`config.mk`:
```
export PLATFORM = sky130hd
export DESIGN_NAME = rtc_top
export DESIGN_NICKNAME = d
export VERILOG_FILES = /design/src/hw/rtc_pkg.sv /design/src/hw/rtc_top.sv
export SDC_FILE = /design/constraint.sdc
export NUM_CORES = 1
export LEC_CHECK = 0
export ABC_AREA = 0
export BUFFER_PORTS_ARGS = -buffer_cell sky130_fd_sc_hd__buf_2
export CORE_ASPECT_RATIO = 1.75
export CORE_MARGIN = 4
export CORE_UTILIZATION = 45
export CTS_CLUSTER_DIAMETER = 50
export DETAILED_ROUTE_END_ITERATION = 10
export PLACE_DENSITY_LB_ADDON = 0.08
export SLEW_MARGIN = 20
export SYNTH_ARGS = -nofsm -noshare
export SYNTH_HDL_FRONTEND = slang
export SYNTH_SLANG_ARGS = --single-unit
```
`constraint.sdc`:
```
create_clock -name clk_sys_i -period 3.57 [get_ports clk_sys_i]
set_input_delay 0.714 -clock clk_sys_i [delete_from_list [all_inputs] [get_ports clk_sys_i]]
set_output_delay 0.714 -clock clk_sys_i [all_outputs]
set_load 0.02 [all_outputs]
```
`src/hw/rtc_pkg.sv`:
```
// Shared constants, encodings and register layout of the repeater target control block
package rtc_pkg;

  // Byte width of the register file and the bus shifter
  localparam int BYTE_W = 8;

  // Power modes, Gray coded along detach -> active -> sleep
  typedef enum logic [2:0] {
    PM_OFF    = 3'h0,
    PM_DEEP   = 3'h1,
    PM_DETACH = 3'h3,
    PM_ACT_FS = 3'h2,
    PM_ACT_HS = 3'h6,
    PM_L1     = 3'h7,
    PM_L2     = 3'h5
  } rtc_pmode_e;

  // Serial target states, Gray coded along a write then a read
  typedef enum logic [3:0] {
    TS_IDLE     = 4'h0,
    TS_ADDR     = 4'h1,
    TS_ACK_ADDR = 4'h3,
    TS_OFFS     = 4'h2,
    TS_ACK_OFFS = 4'h6,
    TS_WDATA    = 4'h7,
    TS_ACK_W    = 4'h5,
    TS_RDATA    = 4'h4,
    TS_ACK_R    = 4'hC
  } rtc_tstate_e;

  // Register offsets
  localparam logic [7:0] OFS_CTRL = 8'h00;
  localparam logic [7:0] OFS_STATUS = 8'h01;
  localparam logic [7:0] OFS_CFG_BASE = 8'h02;

  // Control register fields
  localparam int CTRL_SWRST_BIT = 0;
  localparam int CTRL_CDP_BIT = 1;
  localparam int CTRL_RAP_RO_BIT = 2;

  // Reset and fill values
  localparam logic [7:0] CTRL_RST = 8'h00;
  localparam logic [7:0] CFG_RST = 8'h00;
  localparam logic [7:0] UNDEF_RD = 8'hFF;

  // Fixed parts of the 7-bit target address around the strap bits
  localparam logic [2:0] TADDR_HI = 3'h4;
  localparam logic [1:0] TADDR_LO = 2'h3;

  // Synchroniser lane positions
  localparam int SY_SCL = 0;
  localparam int SY_SDA = 1;
  localparam int SY_EXTRST = 2;
  localparam int SY_SUPPLY = 3;
  localparam int SY_OVPDP = 4;
  localparam int SY_OVPDN = 5;
  localparam int SY_CONN = 6;
  localparam int SY_STRAP = 7;
  localparam int SY_W = 9;
  localparam logic [8:0] SYNC_RST = 9'h003;
  localparam logic [1:0] FLT_RST = 2'h3;

  // Timing: spike filter on the bus lines and strap settle delay
  localparam int CLK_NS = 40;
  localparam int FILT_NS = 50;
  localparam int FILT_CYC = (FILT_NS + CLK_NS - 1) / CLK_NS;
  localparam logic [1:0] FILT_LAST = 2'(FILT_CYC - 1);
  localparam logic [1:0] STRAP_WAIT = 2'h3;
  localparam logic [3:0] BITS_LAST = 4'h8;

endpackage

```
`src/hw/rtc_top.sv`:
```
// Serial target, resets, power gating, side-band access and port protection of the repeater
//
// Contract
// [RQ1] Any reset leaves bus pins undriven
// [RQ2] All resets clear config; pin sync untouched
// [RQ3] Leave reset in the stored repeater role
// [RQ4] Serial port on except OFF; deep standby
// [RQ5] Sleep/detach: line sense only; speed gating
// [RQ6] Move between L1, L2 and active
// [RQ7] Side-band reaches customer registers; type selectable
// [RQ8] System avoids simultaneous same-register access
// [RQ9] Side-band accepted anytime while registers accessible
// [RQ10] Overvoltage disables USB2 path while present
// [RQ11] Host recovers link after overvoltage
// [RQ12] Charging source bit; connect clears it
// [RQ13] Charging source allowed in either role
// [RQ14] Target only; answers in every mode; code ignores the bus in PM_OFF
// [RQ15] Never stretch clock; tolerate others
// [RQ16] Ignore general call and 10-bit
// [RQ17] Acknowledge every offset byte
// [RQ18] Pointer increments per byte
// [RQ19] Pointer wraps FF to 00 only
// [RQ20] Undefined: ack, read FF, write ignored
// [RQ21] Repeated START begins new transaction
// [RQ22] Address fixed bits plus strap bits
// [RQ23] Strap sampled once after power-on
// [RQ24] Write lands after eight data bits
// [RQ25] Reset pin active low
// [RQ26] Bus lines synchronised and filtered
`timescale 1ns/1ps

module rtc_top #(
  parameter int NUM_CFG = 6
) (
  input wire logic clk_sys_i,
  input wire logic rst_n_i,
  input wire logic ext_rst_n_i,
  input wire logic supply_ok_i,
  input wire logic scl_i,
  input wire logic sda_i,
  output logic sda_o,
  output logic sda_oe_o,
  input wire logic [1:0] addr_strap_i,
  input wire logic [1:0] otp_role_i,
  input wire logic deep_standby_i,
  input wire logic attach_fs_i,
  input wire logic attach_hs_i,
  input wire logic detach_i,
  input wire logic enter_l1_i,
  input wire logic enter_l2_i,
  input wire logic resume_i,
  input wire logic ovp_dp_i,
  input wire logic ovp_dn_i,
  input wire logic usb_connect_i,
  input wire logic rap_valid_i,
  input wire logic rap_write_i,
  input wire logic [7:0] rap_addr_i,
  input wire logic [7:0] rap_wdata_i,
  output logic [7:0] rap_rdata_o,
  output logic rap_done_o,
  output rtc_pkg::rtc_pmode_e power_mode_o,
  output logic i2c_pwr_o,
  output logic fsls_fe_en_o,
  output logic hs_fe_en_o,
  output logic single_ended_line_sense_en_o,
  output logic usb2_path_en_o,
  output logic charging_port_source_en_o,
  output logic [1:0] repeater_role_o,
  output logic [NUM_CFG*8-1:0] cfg_o
);
  import rtc_pkg::*;

  typedef struct packed {
    logic [SY_W-1:0] sync1;
    logic [SY_W-1:0] sync2;
    logic [1:0] flt;
    logic [1:0] flt_d;
    logic [1:0][1:0] fcnt;
    logic [1:0] strap_cnt;
    logic strap_done;
    logic [1:0] addr_sel;
    rtc_tstate_e st;
    logic [3:0] bitcnt;
    logic [7:0] shreg;
    logic rw;
    logic m_ack;
    logic [7:0] ptr;
    logic sda_oe;
    logic sda_lo;
    logic [7:0] ctrl;
    logic [NUM_CFG-1:0][7:0] cfg;
    rtc_pmode_e pmode;
    logic hs_last;
    logic [1:0] role;
    logic conn_d;
    logic [7:0] rap_rdata;
    logic rap_done;
    logic i2c_pwr;
    logic fs_en;
    logic hs_en;
    logic se_en;
    logic usb2_en;
    logic cdp_src;
  } rtc_state_s;

  rtc_state_s r_reg;
  rtc_state_s r_next;

  logic scl_rise;
  logic scl_fall;
  logic start_c;
  logic stop_c;
  logic in_reset;
  logic [6:0] taddr;
  logic ovp_now;
  logic connected;

  ////////////////////////////////////////////////////////////////////////////////
  // Register access helpers, shared by the serial port and the side-band path

  // Read one byte; side-band sees status and customer registers, not control
  function automatic logic [7:0] reg_rd(input rtc_state_s s, input logic [7:0] a,
                                        input logic register_access_message);
    logic [7:0] idx;
    idx = a - OFS_CFG_BASE;
    if (a == OFS_CTRL && !register_access_message) begin
      reg_rd = s.ctrl;
    end else if (a == OFS_STATUS) begin
      reg_rd = {1'b0, s.role, s.pmode, s.conn_d, s.usb2_en ? 1'b0 : 1'b1};
    end else if (a >= OFS_CFG_BASE && idx < 8'(NUM_CFG)) begin
      reg_rd = s.cfg[idx];
    end else begin
      reg_rd = UNDEF_RD; // [RQ20] [RQ7]
    end
  endfunction

  // Write one byte; status, undefined and protected targets drop the data
  function automatic rtc_state_s reg_wr(input rtc_state_s s, input logic [7:0] a,
                                        input logic [7:0] d, input logic register_access_message);
    logic [7:0] idx;
    reg_wr = s;
    idx = a - OFS_CFG_BASE;
    if (a == OFS_CTRL && !register_access_message) begin
      reg_wr.ctrl = d; // [RQ13]
    end else if (a >= OFS_CFG_BASE && idx < 8'(NUM_CFG)) begin
      if (!(register_access_message && s.ctrl[CTRL_RAP_RO_BIT])) begin
        reg_wr.cfg[idx] = d; // [RQ7]
      end
    end
  endfunction

  ////////////////////////////////////////////////////////////////////////////////
  // Bus events from the filtered lines

  // Start and stop need SCL high on both samples so a data edge never aliases
  assign scl_rise = r_reg.flt[0] & ~r_reg.flt_d[0];
  assign scl_fall = ~r_reg.flt[0] & r_reg.flt_d[0];
  assign start_c = r_reg.flt_d[1] & ~r_reg.flt[1] & r_reg.flt[0] & r_reg.flt_d[0];
  assign stop_c = ~r_reg.flt_d[1] & r_reg.flt[1] & r_reg.flt[0] & r_reg.flt_d[0];
  assign in_reset = ~r_reg.sync2[SY_EXTRST] | r_reg.ctrl[CTRL_SWRST_BIT]; // [RQ25] [RQ2]
  assign taddr = {TADDR_HI, r_reg.addr_sel, TADDR_LO}; // [RQ22]
  assign ovp_now = r_reg.sync2[SY_OVPDP] | r_reg.sync2[SY_OVPDN];
  assign connected = r_reg.sync2[SY_CONN];

  ////////////////////////////////////////////////////////////////////////////////
  // Next state of the whole block

  always_comb begin
    r_next = r_reg;
    r_next.rap_done = 1'b0;
    r_next.sda_lo = 1'b0;
    // Pin synchronisers; only power-on reset touches them
    r_next.sync1 = {addr_strap_i, usb_connect_i, ovp_dn_i, ovp_dp_i, supply_ok_i,
                    ext_rst_n_i, sda_i, scl_i}; // [RQ2]
    r_next.sync2 = r_reg.sync1;
    // Spike filter: a new level must persist before it is believed
    for (int i = 0; i < 2; i++) begin
      if (r_reg.sync2[i] != r_reg.flt[i]) begin
        if (r_reg.fcnt[i] == FILT_LAST) begin
          r_next.flt[i] = r_reg.sync2[i]; // [RQ26]
          r_next.fcnt[i] = 2'h0;
        end else begin
          r_next.fcnt[i] = r_reg.fcnt[i] + 2'h1;
        end
      end else begin
        r_next.fcnt[i] = 2'h0;
      end
    end
    r_next.flt_d = r_reg.flt;

    // Strap is caught once, after the synchroniser has filled
    if (!r_reg.strap_done) begin
      if (r_reg.strap_cnt == STRAP_WAIT) begin
        r_next.addr_sel = r_reg.sync2[SY_STRAP +: 2]; // [RQ23]
        r_next.strap_done = 1'b1;
      end else begin
        r_next.strap_cnt = r_reg.strap_cnt + 2'h1;
      end
    end

    // Serial target; SCL is only ever an input, so the clock is never held
    if (in_reset || r_reg.pmode == PM_OFF) begin
      r_next.st = TS_IDLE;
      r_next.sda_oe = 1'b0; // [RQ1]
    end else if (start_c) begin
      r_next.st = TS_ADDR; // [RQ21]
      r_next.bitcnt = 4'h0;
      r_next.sda_oe = 1'b0;
    end else if (stop_c) begin
      r_next.st = TS_IDLE;
      r_next.sda_oe = 1'b0;
    end else begin
      case (r_reg.st)
        TS_ADDR, TS_OFFS, TS_WDATA: begin
          if (scl_rise) begin
            r_next.shreg = {r_reg.shreg[6:0], r_reg.flt[1]}; // [RQ15]
            r_next.bitcnt = r_reg.bitcnt + 4'h1;
          end else if (scl_fall && r_reg.bitcnt == BITS_LAST) begin
            r_next.bitcnt = 4'h0;
            if (r_reg.st == TS_ADDR) begin
              // General call and 10-bit prefixes never equal the fixed address
              if (r_reg.shreg[7:1] == taddr) begin // [RQ16] [RQ14]
                r_next.rw = r_reg.shreg[0];
                r_next.st = TS_ACK_ADDR;
                r_next.sda_oe = 1'b1;
              end else begin
                r_next.st = TS_IDLE;
              end
            end else if (r_reg.st == TS_OFFS) begin
              r_next.ptr = r_reg.shreg;
              r_next.st = TS_ACK_OFFS;
              r_next.sda_oe = 1'b1; // [RQ17]
            end else begin
              r_next = reg_wr(r_next, r_reg.ptr, r_reg.shreg, 1'b0); // [RQ24] [RQ20]
              r_next.ptr = r_reg.ptr + 8'h01; // [RQ18] [RQ19]
              r_next.st = TS_ACK_W;
              r_next.sda_oe = 1'b1;
            end
          end
        end
        TS_ACK_ADDR, TS_ACK_OFFS, TS_ACK_W: begin
          if (scl_fall) begin
            r_next.bitcnt = 4'h0;
            if (r_reg.st == TS_ACK_ADDR && r_reg.rw) begin
              r_next.shreg = reg_rd(r_reg, r_reg.ptr, 1'b0);
              r_next.sda_oe = ~r_next.shreg[7];
              r_next.ptr = r_reg.ptr + 8'h01; // [RQ18] [RQ19]
              r_next.st = TS_RDATA;
            end else begin
              r_next.sda_oe = 1'b0;
              r_next.st = (r_reg.st == TS_ACK_ADDR) ? TS_OFFS : TS_WDATA;
            end
          end
        end
        TS_RDATA: begin
          if (scl_rise) begin
            r_next.bitcnt = r_reg.bitcnt + 4'h1;
          end else if (scl_fall) begin
            if (r_reg.bitcnt == BITS_LAST) begin
              r_next.sda_oe = 1'b0;
              r_next.st = TS_ACK_R;
            end else begin
              r_next.shreg = {r_reg.shreg[6:0], 1'b0};
              r_next.sda_oe = ~r_reg.shreg[6];
            end
          end
        end
        TS_ACK_R: begin
          if (scl_rise) begin
            r_next.m_ack = ~r_reg.flt[1];
          end else if (scl_fall) begin
            r_next.bitcnt = 4'h0;
            if (r_reg.m_ack) begin
              r_next.shreg = reg_rd(r_reg, r_reg.ptr, 1'b0);
              r_next.sda_oe = ~r_next.shreg[7];
              r_next.ptr = r_reg.ptr + 8'h01; // [RQ18] [RQ19]
              r_next.st = TS_RDATA;
            end else begin
              r_next.st = TS_IDLE;
            end
          end
        end
        default: begin
          r_next.st = TS_IDLE;
          r_next.sda_oe = 1'b0;
        end
      endcase
    end

    // Side-band access; applied after the serial port, no arbitration
    if (rap_valid_i && !in_reset && r_reg.pmode != PM_OFF) begin // [RQ9] [RQ8]
      r_next.rap_done = 1'b1;
      r_next.rap_rdata = reg_rd(r_reg, rap_addr_i, 1'b1); // [RQ7]
      if (rap_write_i) begin
        r_next = reg_wr(r_next, rap_addr_i, rap_wdata_i, 1'b1); // [RQ7]
      end
    end

    // Connect edge switches the charging source off; it beats a write
    r_next.conn_d = connected;
    if (connected && !r_reg.conn_d) begin
      r_next.ctrl[CTRL_CDP_BIT] = 1'b0; // [RQ12]
    end

    // Power mode sequencing from link events
    if (!r_reg.sync2[SY_SUPPLY]) begin
      r_next.pmode = PM_OFF; // [RQ14]
    end else begin
      case (r_reg.pmode)
        PM_OFF: r_next.pmode = PM_DETACH;
        PM_DEEP: begin
          if (resume_i || attach_fs_i || attach_hs_i) begin
            r_next.pmode = PM_DETACH;
          end
        end
        PM_DETACH: begin
          if (attach_hs_i) begin
            r_next.pmode = PM_ACT_HS;
          end else if (attach_fs_i) begin
            r_next.pmode = PM_ACT_FS;
          end else if (deep_standby_i) begin
            r_next.pmode = PM_DEEP;
          end
        end
        PM_ACT_FS, PM_ACT_HS: begin
          r_next.hs_last = (r_reg.pmode == PM_ACT_HS);
          if (detach_i) begin
            r_next.pmode = PM_DETACH;
          end else if (enter_l1_i) begin
            r_next.pmode = PM_L1; // [RQ6]
          end else if (enter_l2_i) begin
            r_next.pmode = PM_L2; // [RQ6]
          end else if (attach_hs_i) begin
            r_next.pmode = PM_ACT_HS;
          end
        end
        PM_L1, PM_L2: begin
          if (detach_i) begin
            r_next.pmode = PM_DETACH;
          end else if (resume_i) begin
            r_next.pmode = r_reg.hs_last ? PM_ACT_HS : PM_ACT_FS; // [RQ6]
          end
        end
        default: r_next.pmode = PM_OFF;
      endcase
    end

    // Any reset: config cleared, role reloaded from the stored setting
    if (in_reset) begin
      r_next.ctrl = CTRL_RST; // [RQ2]
      for (int k = 0; k < NUM_CFG; k++) begin
        r_next.cfg[k] = CFG_RST; // [RQ2]
      end
      r_next.role = otp_role_i; // [RQ3]
      r_next.pmode = r_reg.sync2[SY_SUPPLY] ? PM_DETACH : PM_OFF;
    end

    // Front-end enables follow the mode being entered
    r_next.i2c_pwr = (r_next.pmode != PM_OFF); // [RQ4]
    r_next.fs_en = (r_next.pmode == PM_ACT_FS); // [RQ5] [RQ4]
    r_next.hs_en = (r_next.pmode == PM_ACT_HS); // [RQ5] [RQ4]
    r_next.se_en = (r_next.pmode == PM_DETACH) || (r_next.pmode == PM_L1) ||
                   (r_next.pmode == PM_L2) || (r_next.pmode == PM_ACT_FS); // [RQ5]
    // Path comes back by itself; the link itself needs host recovery
    r_next.usb2_en = ~ovp_now; // [RQ10]
    r_next.cdp_src = r_next.ctrl[CTRL_CDP_BIT] & ~connected; // [RQ12] [RQ13]
  end

  ////////////////////////////////////////////////////////////////////////////////
  // State register; power-on reset loads constants only

  always_ff @(posedge clk_sys_i or negedge rst_n_i) begin
    if (!rst_n_i) begin
      r_reg <= '0;
      r_reg.sync1 <= SYNC_RST;
      r_reg.sync2 <= SYNC_RST;
      r_reg.flt <= FLT_RST;
      r_reg.flt_d <= FLT_RST;
    end else begin
      r_reg <= r_next;
    end
  end

  // Outputs, all from the state register
  assign sda_o = r_reg.sda_lo;
  assign sda_oe_o = r_reg.sda_oe;
  assign rap_rdata_o = r_reg.rap_rdata;
  assign rap_done_o = r_reg.rap_done;
  assign power_mode_o = r_reg.pmode;
  assign i2c_pwr_o = r_reg.i2c_pwr;
  assign fsls_fe_en_o = r_reg.fs_en;
  assign hs_fe_en_o = r_reg.hs_en;
  assign single_ended_line_sense_en_o = r_reg.se_en;
  assign usb2_path_en_o = r_reg.usb2_en;
  assign charging_port_source_en_o = r_reg.cdp_src;
  assign repeater_role_o = r_reg.role;
  assign cfg_o = r_reg.cfg;

endmodule

```
# Yosys cells after proc, flatten, opt, wreduce, memory -nomap -nowiden
# Index checks and enable logic that the tools add are counted.
# word_totals
reg_bits	137
inputBits	38
# classes
mux	169
n_lt_le_gt_ge	8
bitwise	21
add_sub_neg	7
n_eq_ne	28
reduce_logical	25
# op_table
cell	n
two-way mux 137 bit	5
two-way mux 90 bit	5
two-way mux 79 bit	5
two-way mux 8 bit	30
two-way mux 48 bit	4
two-way mux 9 bit	21
two-way mux 16 bit	11
two-way mux 70 bit	2
two-way mux 31 bit	4
two-way mux 106 bit	1
two-way mux 14 bit	7
bitwise mux 48 bit	2
two-way mux 78 bit	1
two-way mux 59 bit	1
binary-select mux 8 bit (select 3 bit)	2
demux 8 bit (select 3 bit)	2
two-way mux 3 bit	16
case mux 12 bit (4 select lines)	1
two-way mux 22 bit	2
two-way mux 35 bit	1
two-way mux 4 bit	7
two-way mux 12 bit	2
case mux 8 bit (3 select lines)	1
two-way mux 1 bit	21
38 further kinds	104

# Depth between registers and ports, before layout
# depth
word_depth	41
depth_mapped	12
ltp_nobuf	8

# Worst setup path after synthesis
# No wires, ideal clock.
# synth_path
path_kind	input-to-reg
start	input rap_addr_i[1]
end	register r_reg, in the netlist cfg_o[10]
stages	10
required_time_ps	3434
arrival_ps	3035
setup_time_ps	136
setup_slack_ps	399
n_path_buf	2
path_cell_list	clkbuf_1 -> inv_1 -> ha_1 -> or2_0 -> o21ai_2 -> o2111ai_4 -> clkbuf_1 -> a2111o_2 -> o22ai_1 -> a21oi_1
# synth_rtl
item	line	source
start: declaration	rtc_top.sv:57	input wire logic [7:0] rap_addr_i,
end signal: assignment	rtc_top.sv:380	r_reg <= r_next;
end: declaration	rtc_top.sv:106	rtc_state_s r_reg;

# Final worst setup path
# layout_path
start	register r_reg[82] in the netlist's numbering
end	register r_reg[94] in the netlist's numbering
# layout_via
elab_chain_cells	24
word_cells_on_any_way	41
# layout_rtl
item	line	source
subtractor 8 x 2 -> 8 bit	rtc_top.sv:125	idx = a - OFS_CFG_BASE;
less-than comparator 8 x 3 -> 1 bit / binary-select mux 8 bit (select 3 bit) (equally long branches)	rtc_top.sv:130, rtc_top.sv:131	
logical AND 1 bit / two-way mux 8 bit (equally long branches)	rtc_top.sv:130, rtc_top.sv:131	
two-way mux 8 bit	rtc_top.sv:130	end else if (a >= OFS_CFG_BASE && idx < 8'(NUM_CFG)) begin
two-way mux 8 bit	rtc_top.sv:128	end else if (a == OFS_STATUS) begin
two-way mux 8 bit (*)	rtc_top.sv:126	if (a == OFS_CTRL && !register_access_message) begin
two-way mux 8 bit	rtc_top.sv:273	if (r_reg.m_ack) begin
two-way mux 8 bit	rtc_top.sv:271	end else if (scl_fall) begin
(+8 left out)	--	
two-way mux 16 bit	rtc_top.sv:213	case (r_reg.st)
two-way mux 16 bit	rtc_top.sv:209	end else if (stop_c) begin
two-way mux 16 bit	rtc_top.sv:205	end else if (start_c) begin
two-way mux 16 bit	rtc_top.sv:202	if (in_reset || r_reg.pmode == PM_OFF) begin
case mux 12 bit (4 select lines) (*)	rtc_top.sv:213	
two-way mux 22 bit (*)	rtc_top.sv:209	
two-way mux 18 bit (*)	rtc_top.sv:205	
two-way mux 22 bit (*)	rtc_top.sv:202	
# Every way passes the cells marked *; elsewhere a longest branch is shown, timed or not. The select of a mux whose other input is x is not followed.
# A chain may end at the register's enable or synchronous reset.

==> results.md <==
* P_leak at ~4.3 nW
* Slew @ Worst Pin at 826 ps
* CP Class: register to register
* Post-CTS Resized at 0
* Mapped Nets at between 1k and 1.5k
* Root Driver: clkbuf_16
* Antenna diode instance count at 0
* Clock sink count at roughly 140
* Initial core utilization at between 40% and 50%
* First-pass DRT Iterations at 5
* Max clock buf depth at 2
* ANT nets after route at 0
* GRT Residual Overflow at 0
* Setup Fix Bufs, Post-CTS at 0
* Vias per inst at between 6 and 7
* # nets final at roughly 1.1k
* Commonest non-fill, non-tap cell in the layout: dfrtp_1
* Fraction of registers with async set/reset at 100%
* Cell variety after synth at 83
* Largest net degree at the start of global routing at 75
* Slew Limit Fails at 0
* Top Ports at around 110
* Routability cong. at roughly 0.93
* RSZ-0062 raised after global routing: false
* H-Tree Level Count at 4
* Die W at 117 um
* Post-synthesis sequential area ratio at approximately 37%
* Final core utilization at about half
* Final hold slack at 286 ps
* Cells after DPL at around 1.3k
* Syn Area/Cell at around 9.3 um2
* DRC at 0
* Port-buffer cells at around 110
* Die footprint at between 20000 and 25000 um2
* Mapped Cells at 1000
* CP arrival at ~3300 ps
* Number of register bits inferred by synthesis at between 100 and 150
* Final Non-Filler Cells at 1299
* HP Class: input pin to async pin
* Max FFs per register at 65
* Die Span Y at roughly 200 um
* Tcrit/Tclk final at slightly above 80%
* Outcome: finished, final reports clean
* CP required at about 3900 ps
* Main synth FF type: dfrtp_1
* Initial antenna violation count at 0
* Skew-Pair Late Insertion Delay at around 440 ps
* HPWL Detailed at 23000 um
* GRT Overall Usage at between 20% and 30%
* Std cell rows at between 60 and 70
* Drt total wl at approximately 31000 um
* Worst slew margin at roughly 45%
* Fin Clk Skew at between 10 and 15 ps
* Reg2Reg Setup Slack at just over 600 ps
* Crit end category: register
* Fmax at about 340 MHz
* Vias in the first global route at 8264
* Netlist area before placement at between 9000 and 10000 um2
* MaxCap Viol Count at 0
* Synth Warn # at 0
* Share of cells above drive strength 1 at 25.8%
* Peak supply drop at 0.291 mV
* Number of DRC markers in iteration 0 at about 640
* Vias at about 8.2k
* Core area at around 20000 um2
* Final hold viol count at 0
* Power Density at 418 nW/um2
* Wirelength per Cell at roughly 24 um
* Hold Buf Count CTS at 0
* Critical Path Source Type: register
* Fin crit period at about 3000 ps
* Area Growth Syn to Fin at 11.4%
* Clock-pin transition on the worst setup and hold timing paths at around 60 ps
* CTS Buf Count at 17
* Final setup TNS at 0 ps
* First-pass GRT wire length at approximately 48000 um
* Most frequent cells in the layout: dfrtp_1, buf_2, a21oi_1
* Number of setup violations in the final report at 0
* Max FO, Critical Path at 11
* Post-synth EDFFs at 0
* CTS tree: done
[worst paths after layout]
path / startpoint / endpoint / cells past startpoint
min reg2reg: r_reg[131]$_DFF_PN0_ / r_reg[122]$_DFF_PN0_ / 0
min: rst_n_i / r_reg[113]$_DFF_PN0_ / 1
max: r_reg[82]$_DFFE_PN0P_ / r_reg[94]$_DFFE_PN0P_ / 7
max reg2reg: r_reg[82]$_DFFE_PN0P_ / r_reg[94]$_DFFE_PN0P_ / 7
min in group clk_sys_i: r_reg[131]$_DFF_PN0_ / r_reg[122]$_DFF_PN0_ / 0
max in group asynchronous: rst_n_i / r_reg[115]$_DFF_PN1_ / 2
[Yosys cell counts, types with 18 or more instances]
| master | count | area [um2] |
|---|---|---|
| buf_4 | 66 | 495 |
| inv_1 | 22 | 82.6 |
| a21oi_1 | 76 | 380 |
| nor3_1 | 50 | 250 |
| buf_2 | 25 | 125 |
| nand2_1 | 57 | 214 |
| clkbuf_1 | 37 | 139 |
| mux2_2 | 28 | 315 |
| o21ai_0 | 52 | 260 |
| o22ai_1 | 53 | 332 |
| nor2_1 | 34 | 128 |
| dfrtp_1 | 128 | 3200 |
| a22o_1 | 19 | 166 |
| a21boi_0 | 37 | 278 |
| nor2b_1 | 18 | 113 |
| nand3_1 | 62 | 310 |
[area by class of cell]
cell class                 count  area, um2
clock inverter                13        178
inverter                      23       86.3
tap                          248        310
multi-input combinational    706       5020
timing repair buffer         154        935
clock buffer                  19        443
sequential                   136       3410
fill                        1924       9990
[stage by stage]
step                cell area (um2)  setup slack (ps)  total power (W)
global placement               9770               436          0.00248
global route                  10400               458          0.00452
detailed placement             9770               386          0.00249
floorplan                      9330               399          0.00224
finish                        10400               605          0.00434
CTS                           10400               641          0.00437
[kinds of logic after synthesis]
family / count (synthesis) / share of synthesized area [%]
DFF: 136 / 36.6
buffers and inverters: 158 / 9.67
adders and majority gates: 14 / 1.88
other: 1 / 0.0402
muxes: 51 / 7.86
xor gates and xnor gates: 11 / 1.11
and+or+nand+nor: 307 / 18.0
AOI/OAI and AO/OA: 322 / 24.8
[power by group]
group,leakage [nW],switching (W),internal [W]
combinational,2.22,0.000446,0.000256
sequential,1.78,0.000106,0.00165
clock,0.302,0.000701,0.00118
[critical path: stages (launching register included)]
cell      delay (ps)
dfrtp_1          520
inv_1            110
ha_1             620
o211ai_4         170
or3b_1           570
a221o_1          340
a32o_1           270
mux2_2           250
[routing by layer]
layer  routed length (um)  global-route usage [%]  vias to the layer above
li1                     -                       -                     3768
met1                11000                    29.3                     4047
met2                17300                    49.4                      262
met3                 1130                    4.11                       95
met4                 2040                    17.2                        0
met5                    0                       0                        -
(Power assumes the default switching activity.)
